<file path="src/spsf_pkg.sv">
// Purpose: Shared constants and types for the serial port status flags.
// Assumes: Byte wide control register, small word addressed register port.
// Notes:   Offsets of the register port are fixed here and nowhere else.

package spsf_pkg;

  // ****************************************************************
  // Register port geometry
  // ****************************************************************
  localparam int unsigned SPSF_AW = 4;
  localparam int unsigned SPSF_DW = 8;
  localparam int unsigned SPSF_IW = 2;

  // ****************************************************************
  // Register offsets
  // ****************************************************************
  localparam logic [SPSF_AW-1:0] SPSF_OFF_CTRL = 4'h0;
  localparam logic [SPSF_AW-1:0] SPSF_OFF_CTRL_SET = 4'h1;
  localparam logic [SPSF_AW-1:0] SPSF_OFF_CTRL_CLR = 4'h2;
  localparam logic [SPSF_AW-1:0] SPSF_OFF_IRQ_STAT = 4'h3;
  localparam logic [SPSF_AW-1:0] SPSF_OFF_IRQ_MASK = 4'h4;

  // ****************************************************************
  // Reset values, plus the all-ones interrupt clear mask
  // ****************************************************************
  localparam logic [SPSF_DW-1:0] SPSF_CTRL_RST = 8'h00;
  localparam logic [SPSF_DW-1:0] SPSF_RDATA_RST = 8'h00;
  localparam logic [SPSF_IW-1:0] SPSF_IRQ_RST = 2'h0;
  localparam logic [SPSF_IW-1:0] SPSF_IRQ_ALL = 2'h3;

  // ****************************************************************
  // Field positions of the serial control register
  // ****************************************************************
  localparam int unsigned SPSF_B_RX_DONE = 0;
  localparam int unsigned SPSF_B_TX_DONE = 1;
  localparam int unsigned SPSF_B_NINTH = 2;
  localparam int unsigned SPSF_B_TX_NINTH = 3;
  localparam int unsigned SPSF_B_RX_EN = 4;
  localparam int unsigned SPSF_B_MP_EN = 5;
  localparam int unsigned SPSF_B_MODE_LO = 6;
  localparam int unsigned SPSF_B_MODE_HI = 7;

  // Field positions of the interrupt status and mask registers
  localparam int unsigned SPSF_I_RX = 0;
  localparam int unsigned SPSF_I_TX = 1;

  // ****************************************************************
  // Serial modes, coded as the two mode bits {high, low}
  // ****************************************************************
  typedef enum logic [1:0] {
    SPSF_MODE_SHIFT = 2'h0,
    SPSF_MODE_UART8 = 2'h1,
    SPSF_MODE_FIX9 = 2'h2,
    SPSF_MODE_VAR9 = 2'h3
  } spsf_mode_e;

endpackage

</file>
<file path="src/spsf_event_qual.sv">
// Purpose: Turns frame events of the shifter into flag set and load strobes.
// Assumes: Event inputs are one cycle pulses synchronous to clk.
// Notes:   Purely combinational; the caller registers the results.

`timescale 1ns/1ns
`default_nettype none

module spsf_event_qual
  import spsf_pkg::*;
(
  input wire spsf_pkg::spsf_mode_e mode,  // Current serial mode
  input wire logic mp_check_en,           // Multiprocessor check enable
  input wire logic tx_bit8_end,           // End of 8th bit time, transmit
  input wire logic tx_stop_begin,         // Stop bit starts being sent
  input wire logic rx_bit8_end,           // End of 8th bit time, receive
  input wire logic rx_stop_sample,        // Stop bit sampled
  input wire logic rx_ninth_bit,          // Received 9th data bit
  input wire logic rx_stop_bit,           // Received stop bit level
  output logic tx_done_set,               // Set transmit-done flag
  output logic rx_done_set,               // Set receive-done flag
  output logic ninth_load,                // Load received-ninth-bit flag
  output logic ninth_value                // Value to load
);

  // ****************************************************************
  // Mode decode
  // ****************************************************************
  wire logic is_shift;
  wire logic is_uart8;
  wire logic is_nine;
  wire logic accept_u8;
  wire logic accept_n9;

  assign is_shift = (mode == SPSF_MODE_SHIFT);
  assign is_uart8 = (mode == SPSF_MODE_UART8);
  assign is_nine = (mode == SPSF_MODE_FIX9) || (mode == SPSF_MODE_VAR9);

  // Multiprocessor check: a frame counts only if its qualifier bit is 1
  assign accept_u8 = !mp_check_en || rx_stop_bit;
  assign accept_n9 = !mp_check_en || rx_ninth_bit;

  // ****************************************************************
  // Transmit and receive completion
  // ****************************************************************
  assign tx_done_set = (is_shift && tx_bit8_end) ||
                       (!is_shift && tx_stop_begin);
  assign rx_done_set = (is_shift && rx_bit8_end) ||
                       (is_uart8 && rx_stop_sample && accept_u8) ||
                       (is_nine && rx_stop_sample && accept_n9);

  // ****************************************************************
  // Received ninth bit; never touched in shift mode
  // ****************************************************************
  assign ninth_load = !is_shift && rx_stop_sample &&
                      ((is_uart8 && accept_u8) ||
                       (is_nine && accept_n9));
  assign ninth_value = is_nine ? rx_ninth_bit : rx_stop_bit;

endmodule

`default_nettype wire

</file>
<file path="src/spsf_serial_flags.sv">
// Purpose: Serial control register with the received ninth bit and the
//          transmit and receive done flags, plus an interrupt front end.
// Assumes: Frame events come from a shifter on the same clock as pulses.
// Notes:   Software sees the register over a simple strobe port with read
//          data one cycle after the read strobe.
//
// Design decisions made here: strobed register access; the register offsets come from spsf_pkg.

`timescale 1ns/1ns
`default_nettype none

module spsf_serial_flags #(
  parameter int unsigned ADDR_W = spsf_pkg::SPSF_AW  // Register address width
) (
  input wire logic clk,                            // Core clock, 250 MHz
  input wire logic sys_rst,                        // Sync reset, active high
  input wire logic [ADDR_W-1:0] bus_addr,          // Register address
  input wire logic [spsf_pkg::SPSF_DW-1:0] bus_wdata, // Write data
  input wire logic bus_wr,                         // Write strobe
  input wire logic bus_rd,                         // Read strobe
  output logic [spsf_pkg::SPSF_DW-1:0] bus_rdata,  // Read data, next cycle
  input wire logic tx_bit8_end,                    // Tx 8th bit time ends
  input wire logic tx_stop_begin,                  // Tx stop bit begins
  input wire logic rx_bit8_end,                    // Rx 8th bit time ends
  input wire logic rx_stop_sample,                 // Rx stop bit sampled
  input wire logic rx_ninth_bit,                   // Rx 9th data bit
  input wire logic rx_stop_bit,                    // Rx stop bit level
  output spsf_pkg::spsf_mode_e serial_mode,        // Selected serial mode
  output logic multiprocessor_check_enable,        // Address check enable
  output logic rx_enable,                          // Receiver enable
  output logic tx_ninth_bit,                       // 9th bit to transmit
  output logic received_ninth_bit,                 // Received 9th bit flag
  output logic transmit_done_flag,                 // Transmit done flag
  output logic receive_done_flag,                  // Receive done flag
  output logic irq                                 // Level interrupt
);

  import spsf_pkg::*;

  // ****************************************************************
  // State
  // ****************************************************************
  logic [SPSF_DW-1:0] serial_control_q;
  logic [SPSF_DW-1:0] serial_control_d;
  logic [SPSF_IW-1:0] irq_stat_q;
  logic [SPSF_IW-1:0] irq_stat_d;
  logic [SPSF_IW-1:0] irq_mask_q;
  logic [SPSF_IW-1:0] irq_mask_d;
  logic [SPSF_DW-1:0] rdata_q;
  logic [SPSF_DW-1:0] rdata_d;

  // ****************************************************************
  // Address decode
  // ****************************************************************
  wire logic hit_ctrl;
  wire logic hit_set;
  wire logic hit_clr;
  wire logic hit_stat;
  wire logic hit_mask;

  // Compare the port address with each register offset
  assign hit_ctrl = (bus_addr == ADDR_W'(SPSF_OFF_CTRL));
  assign hit_set = (bus_addr == ADDR_W'(SPSF_OFF_CTRL_SET));
  assign hit_clr = (bus_addr == ADDR_W'(SPSF_OFF_CTRL_CLR));
  assign hit_stat = (bus_addr == ADDR_W'(SPSF_OFF_IRQ_STAT));
  assign hit_mask = (bus_addr == ADDR_W'(SPSF_OFF_IRQ_MASK));

  wire logic wr_ctrl;
  wire logic wr_set;
  wire logic wr_clr;
  wire logic wr_mask;
  wire logic rd_stat;

  // Qualify the decode with the strobes
  assign wr_ctrl = bus_wr && hit_ctrl;
  assign wr_set = bus_wr && hit_set;
  assign wr_clr = bus_wr && hit_clr;
  assign wr_mask = bus_wr && hit_mask;
  assign rd_stat = bus_rd && hit_stat;

  // ****************************************************************
  // Frame event qualification
  // ****************************************************************
  wire spsf_mode_e cur_mode;
  wire logic tx_done_set;
  wire logic rx_done_set;
  wire logic ninth_load;
  wire logic ninth_value;

  // Mode bits are the top two bits of the control register
  assign cur_mode = spsf_mode_e'({serial_control_q[SPSF_B_MODE_HI],
                                  serial_control_q[SPSF_B_MODE_LO]});

  spsf_event_qual u_qual (
    .mode (cur_mode),
    .mp_check_en (serial_control_q[SPSF_B_MP_EN]),
    .tx_bit8_end (tx_bit8_end),
    .tx_stop_begin (tx_stop_begin),
    .rx_bit8_end (rx_bit8_end),
    .rx_stop_sample (rx_stop_sample),
    .rx_ninth_bit (rx_ninth_bit),
    .rx_stop_bit (rx_stop_bit),
    .tx_done_set (tx_done_set),
    .rx_done_set (rx_done_set),
    .ninth_load (ninth_load),
    .ninth_value (ninth_value)
  );

  // ****************************************************************
  // Software view of the next control value
  // ****************************************************************
  wire logic [SPSF_DW-1:0] sw_next;

  // Whole byte write, bit set, or bit clear; otherwise hold
  assign sw_next = wr_ctrl ? bus_wdata :
                   wr_set ? (serial_control_q | bus_wdata) :
                   wr_clr ? (serial_control_q & ~bus_wdata) :
                   serial_control_q;

  // ****************************************************************
  // Hardware set and clear vectors
  // ****************************************************************
  logic [SPSF_DW-1:0] hw_set;
  logic [SPSF_DW-1:0] hw_clr;

  // Hardware only ever sets the done flags; ninth bit loads either way
  always_comb begin
    hw_set = '0;
    hw_clr = '0;
    hw_set[SPSF_B_RX_DONE] = rx_done_set;
    hw_set[SPSF_B_TX_DONE] = tx_done_set;
    hw_set[SPSF_B_NINTH] = ninth_load && ninth_value;
    hw_clr[SPSF_B_NINTH] = ninth_load && !ninth_value;
  end

  // ****************************************************************
  // Per bit merge: a hardware event wins over a software write
  // ****************************************************************
  genvar gi;
  generate
    for (gi = 0; gi < SPSF_DW; gi++) begin : g_bit
      assign serial_control_d[gi] = hw_set[gi] ? 1'b1 :
                                    hw_clr[gi] ? 1'b0 :
                                    sw_next[gi];
    end
  endgenerate

  // ****************************************************************
  // Interrupt status, mask and read clear
  // ****************************************************************
  wire logic [SPSF_IW-1:0] irq_events;
  wire logic [SPSF_IW-1:0] stat_clr;

  // Events of the cycle survive a clearing read in the same cycle
  assign irq_events = {tx_done_set, rx_done_set};
  assign stat_clr = rd_stat ? SPSF_IRQ_ALL : SPSF_IRQ_RST;
  assign irq_stat_d = (irq_stat_q & ~stat_clr) | irq_events;
  assign irq_mask_d = wr_mask ? bus_wdata[SPSF_IW-1:0] : irq_mask_q;

  // ****************************************************************
  // Read data selection
  // ****************************************************************
  wire logic [SPSF_DW-1:0] rd_mux;

  // Set and clear offsets are write only; unmapped reads give zero
  assign rd_mux = hit_ctrl ? serial_control_q :
                  hit_stat ? {{(SPSF_DW-SPSF_IW){1'b0}}, irq_stat_q} :
                  hit_mask ? {{(SPSF_DW-SPSF_IW){1'b0}}, irq_mask_q} :
                  SPSF_RDATA_RST;
  assign rdata_d = bus_rd ? rd_mux : SPSF_RDATA_RST;

  // ****************************************************************
  // Registers
  // ****************************************************************
  // Control register, all bits zero after reset
  always_ff @(posedge clk) begin
    if (sys_rst) begin
      serial_control_q <= SPSF_CTRL_RST;
    end else begin
      serial_control_q <= serial_control_d;
    end
  end

  // Interrupt status and mask
  always_ff @(posedge clk) begin
    if (sys_rst) begin
      irq_stat_q <= SPSF_IRQ_RST;
      irq_mask_q <= SPSF_IRQ_RST;
    end else begin
      irq_stat_q <= irq_stat_d;
      irq_mask_q <= irq_mask_d;
    end
  end

  // Read data, valid only in the cycle after the read strobe
  always_ff @(posedge clk) begin
    if (sys_rst) begin
      rdata_q <= SPSF_RDATA_RST;
    end else begin
      rdata_q <= rdata_d;
    end
  end

  // ****************************************************************
  // Outputs
  // ****************************************************************
  // Field views of the control register
  assign serial_mode = cur_mode;
  assign multiprocessor_check_enable = serial_control_q[SPSF_B_MP_EN];
  assign rx_enable = serial_control_q[SPSF_B_RX_EN];
  assign tx_ninth_bit = serial_control_q[SPSF_B_TX_NINTH];
  assign received_ninth_bit = serial_control_q[SPSF_B_NINTH];
  assign transmit_done_flag = serial_control_q[SPSF_B_TX_DONE];
  assign receive_done_flag = serial_control_q[SPSF_B_RX_DONE];

  // Bus read data and interrupt level
  assign bus_rdata = rdata_q;
  assign irq = |(irq_stat_q & irq_mask_q);

endmodule

`default_nettype wire

</file>
<file path="config.mk">
export PLATFORM = sky130hd
export DESIGN_NAME = spsf_serial_flags
export DESIGN_NICKNAME = d
export VERILOG_FILES = /design/src/spsf_pkg.sv /design/src/spsf_event_qual.sv /design/src/spsf_serial_flags.sv
export SDC_FILE = /design/constraint.sdc
export NUM_CORES = 1
export LEC_CHECK = 0
export BUFFER_PORTS_ARGS = -buffer_cell sky130_fd_sc_hd__buf_2
export CORE_MARGIN = 2
export CORE_UTILIZATION = 45
export DETAILED_ROUTE_END_ITERATION = 10
export PLACE_DENSITY = 0.77
export SYNTH_ARGS = -nofsm -noshare
export SYNTH_HDL_FRONTEND = slang
export SYNTH_SLANG_ARGS = --single-unit
</file>
<file path="constraint.sdc">
create_clock -name clk -period 1.4 [get_ports clk]
set_input_delay 0.14 -clock clk [delete_from_list [all_inputs] [get_ports clk]]
set_output_delay 0.14 -clock clk [all_outputs]
set_load 0.03 [all_outputs]
</file>
# Word-level counts from Yosys, hierarchy flattened
# Cells that the tools add are included.
# Widths: inputs -> output; s select.
[classes]
n_eq_ne = 7
n_mux = 12
bitwise_logic = 8
n_reduce_logical = 36
[op_table]
columns = ["cell", "count"]
rows = [
  ["$mux 8", 4],
  ["$logic_and 1x1->1", 18],
  ["$and 8x8->8", 1],
  ["$eq 4x2->1 const B", 2],
  ["$not 8->8", 1],
  ["$or 8x8->8", 1],
  ["$reduce_bool 4->1", 2],
  ["$logic_or 1x1->1", 7],
  ["$mux 2", 3],
  ["$mux 1", 5],
  ["$reduce_bool 5->1", 1],
  ["$and 2x2->2", 2],
  ["$eq 2x2->1 const B", 2],
  ["$eq 4x1->1 const B", 1],
  ["$eq 4x3->1 const B", 1],
  ["$logic_not 4->1", 1],
  ["$reduce_or 2->1", 2],
  ["$logic_not 1->1", 3],
  ["$reduce_bool 3->1", 1],
  ["$eq 2x1->1 const B", 1],
  ["$logic_not 2->1", 1],
  ["$not 2->2", 1],
  ["$or 2x2->2", 1],
  ["$not 1->1", 1],
]
[totals]
ff_bits = 20
in_bits = 22
output_inout_bits = 17
word_cells = 70

# Longest topological paths before layout
[depth]
ltp_word = 8
depth_mapped = 5
depth_no_buf = 4

# By module
# Synthesis repeated with hierarchy kept, for this count alone.
[hier_totals]
hier_cells = 113
area_unflattened_um2 = 984.7
[by_module_without_submodules]
columns = ["module", "n_inst", "cells_per_inst", "area_each_um2", "seq_area_each_um2"]
rows = [
  ["spsf_serial_flags", 1, 102, 903.4, 400.4],
  ["spsf_event_qual", 1, 11, 81.3, 0.0],
]

# Worst setup path before layout
# Ideal clock, no wire load.
[synth_timing]
kind = "flip-flop to flip-flop"
from = "register (tool-made name)"
to = "register serial_control_q[0]"
setup_ns = 0.125
t_arrival_ns = 1.298
required_time_ns = 1.275
slack_ns = -0.024
path_stages_with_launch = 5
n_path_buf = 0
synth_period_minus_slack_ns = 1.424
cell_sequence = "dfxtp_1 -> mux2i_1 -> a21oi_4 -> a21oi_1 -> a31oi_1"
[synth_lines]
columns = ["item", "line", "text"]
rows = [
  ["end signal: assignment", "spsf_serial_flags.sv:180", "serial_control_q <= serial_control_d;"],
  ["end: declaration", "spsf_serial_flags.sv:43", "logic [SPSF_DW-1:0] serial_control_q;"],
]

==> reports/summary.md <==
Yosys
• **Post-Synthesis Cells** 96
• **register bit total from synthesis** 20
• **proportion of register bits with asynchronous set or reset after synthesis** 0%
• **most common cell in the netlist** dfxtp_1
• **sequential share of the synthesized area** 46.6%
• **Post-synth EDFFs** 0
• **ys flop type** dfxtp_1
• **fraction of synthesized cell area taken by the top area cell type** 46.6%
• **number of distinct standard cells referenced by the synthesized netlist** 25
• **biggest area contributors in the synthesized netlist** dfxtp_1, a21oi_1, nand2_1
• **Synth top cells by count** dfxtp_1, a21oi_1, nand2_1, nor2_1, o21ai_1
• **total of warnings raised by yosys** 0
• **post-synth top area cell** dfxtp_1
• **Post-Synthesis Mean Instance Area** 8.94 sq um
• **synthesized netlist net count** 118
• **Syn Std Cell Area** 858 sq um

CTS
• **number of buffers inserted during clock tree synthesis** 3
• **setup bufs post-CTS** 0
• **Skew-Pair Late Insertion Delay** 0.29 ns
• **clock tree from TritonCTS** yes
• **cell at the root of the clock tree** clkbuf_4
• **clock-pin slew reported for the worst setup and hold paths after clock tree synthesis** 0.11 ns
• **maximum number of buffers from clock root to sink** 2
• **depth of the CTS H-tree** 1
• **clock sink count** 20

GRT
• **met1 demand-to-capacity share in global routing** 26.4%
• **number of global-route vias before repair** 818
• **global-route total usage across every layer** 20.6%
• **GR peak layer** met2
• **grt met2 use** 32.7%
• **global-route wire length before repair** 3320 um
• **met3 global-route usage** 3.02%
• **maximum number of pins on one net before global-route repair** 14
• **initial antenna violation count** 0
• **Remaining Overflow, GRT** 0

Pwr
• **leakage dissipation** 0.527 nW
• **cell-internal power** 0.750 mW
• **proportion of power drawn by combinational gates** 15.7%
• **part of the total power dissipated in the clock network** 25.8%
• **worst ir drop on vdd** 0.610 mV
• **Power Density** 906 nW/um^2
• **relative contribution of sequential cells to total power** 58.5%
• **Net Sw Frac** 26.6%
• **NetSw** 0.272 mW

Floorplan
• **Initial Utilization** 48.7%
• **floorplan core area** 1760 sq um
• **die height** 47.7 um
• **I/O pin total** 39
• **Cell Rows** 15
• **Horiz. Die Dim** 47.7 um
• **DIE AREA** 2270 sq um

Critical path
• **worst setup path endpoint** serial_control_q[0]
• **worst path required time** 1.58 ns
• **data arrival time of the critical path** 1.52 ns
• **cell type group with the largest total delay on the critical path** flip-flops
• **reg-to-reg endpoint** serial_control_q[0]
• **stages on the worst setup path** 4
• **cell type of the slowest stage on the worst timing path** dfxtp_1
• **Worst Path Class, Setup** reg -> reg
• **maximum fanout along the worst path** 6
• **category of the worst setup path capture point** flip-flop
• **Buf+Inv Stages, Crit Path** 0
• **critical path launch point type** flip-flop
• **Largest stage delay, worst path** 0.48 ns
• **Register-to-Register Path Depth** 4
• **R2R Setup Slk** 0.06 ns
• **sequence of cells on the critical path** mux2i_4 > a21oi_4 > a21oi_1 > a31oi_1

Cells and area
• **final cell count without fillers** 163
• **number of nets in the final layout** 162
• **antenna cells** 0
• **post-route design area** 1130 sq um
• **Area Overhead vs Synth** 31.5%
• **fraction of layout instances using a drive strength above 1** 37.7%

Route
• **number of DRC markers in iteration 0** 25
• **aggregate routed wire length** 2140 um
• **Vias per Instance** 5.36
• **first drt pass iteration count** 4
• **via count** 873
• **number of routed nets with antenna violations** 0
• **DRC violation count after routing** 0
• **average wire per standard cell** 13.2 um

Timing
• **Final setup violation count** 0
• **clock skew** 0.00422 ns
• **minimum clock period** 1.34 ns
• **f_max** 749 MHz
• **part of the cycle the worst path needs** 95.4%
• **endpoints failing hold** 0
• **transition time at the pin with the least slew margin** 0.349 ns
• **fin. max-slew vios** 0
• **relative max-transition margin** 76.5%

Status
• **run status** complete, no violations

Placed design
• **post-detail-place hpwl** 1670 um
• **Placed Area** 1100 sq um
• **Placed Instances** 160
• **RePlAce Congestion** 0.894
• **number of buffers inserted by port buffering** 38

Job
• **number of max-cap violations** 0

Hold path
• **path class of the lowest-slack min-delay path** in -> reg

-- cells by family after synthesis --
kind of cell | count (synthesis) | share of synthesized area (%)
DFF | 20 | 46.6
muxes | 4 | 4.66
AOI/OAI and AO/OA | 29 | 20.6
buffers and inverters | 2 | 1.02
and+or+nand+nor | 41 | 27.1
-- final cells by class --
type	instances	area (sq um)
clock buffers	3	22.5
fillers	171	636
multi-input cells	74	462
flip-flops and latches	20	400
well taps	25	31.3
repair buffers	41	213
-- per-stage QoR --
| step | hold slack (ns) | TNS, ns | worst slack [ns] | util (%) | total power, mW |
|---|---|---|---|---|---|
| floorplan | 0.206 | 0 | 0.0148 | - | 0.694 |
| global placement | 0.401 | 0 | 0.159 | 62.2 | 0.763 |
| detailed placement | 0.405 | 0 | 0.115 | 62.2 | 0.766 |
| CTS | 0.0849 | 0 | 0.0962 | 63.5 | 1.03 |
| global route | 0.0931 | -0.00696 | -0.00696 | 64.0 | 1.06 |
| finish | 0.0925 | 0 | 0.0648 | 64.0 | 1.02 |
-- what timing repair did --
| action | in CTS | in global routing |
|---|---|---|
| hold buffers | 0 | 0 |
| endpoints found under the setup margin | 0 | 1 |
| resized for setup | 0 | 1 |
-- tightest hold or removal path, cell delays in order --
cell and delay (ns):
buf_2 0.11, nand2_1 0.05, a21oi_1 0.06
-- cells in the final DEF (no fill, tap or decap) --
master / instances
a21oi_4: 1
buf_4: 3
a31oi_1: 2
nand4b_1: 1
a21oi_1: 14
nor2_8: 1
o21ai_0: 1
nor3_1: 2
dfxtp_1: 20
nor2_1: 11
mux2i_1: 3
nand2_1: 11
and2_1: 6
a21oi_2: 1
or3b_2: 1
clkbuf_4: 3
a221oi_2: 1
buf_2: 38
nor3b_2: 1
nor3b_1: 2
nand3_1: 1
or2b_1: 2
mux2i_4: 1
nand4_1: 1
or3b_4: 1
a22o_1: 1
o21ai_1: 8
-- layer usage --
layer	vias up	share of wire, %
li1	422	-
met1	403	44
met2	44	47
met3	4	7.4
met4	0	1.5
met5	-	0
-- power by group through the flow --
stage / Combinational, mW / Clock [mW] / Sequential [mW]
2_1_floorplan: 0.0673 / 0 / 0.627
3_3_place_gp: 0.153 / 0 / 0.609
3_5_place_dp: 0.156 / 0 / 0.610
4_1_cts: 0.157 / 0.272 / 0.597
5_1_grt: 0.174 / 0.288 / 0.600
6_report: 0.160 / 0.264 / 0.598
-- how the worst min path moves through the flow --
stage,startpoint,end,slack (ns),cells after the start
global route,bus_wdata[7],flip-flop,0.09,3
floorplan,sys_rst,flip-flop,0.21,1
global placement,bus_wdata[7],flip-flop,0.40,3
finish,bus_wdata[5],flip-flop,0.09,3
detailed placement,bus_wdata[4],flip-flop,0.41,3
CTS,bus_wdata[7],flip-flop,0.08,3
Note: power is estimated with default switching activity, not from simulation.
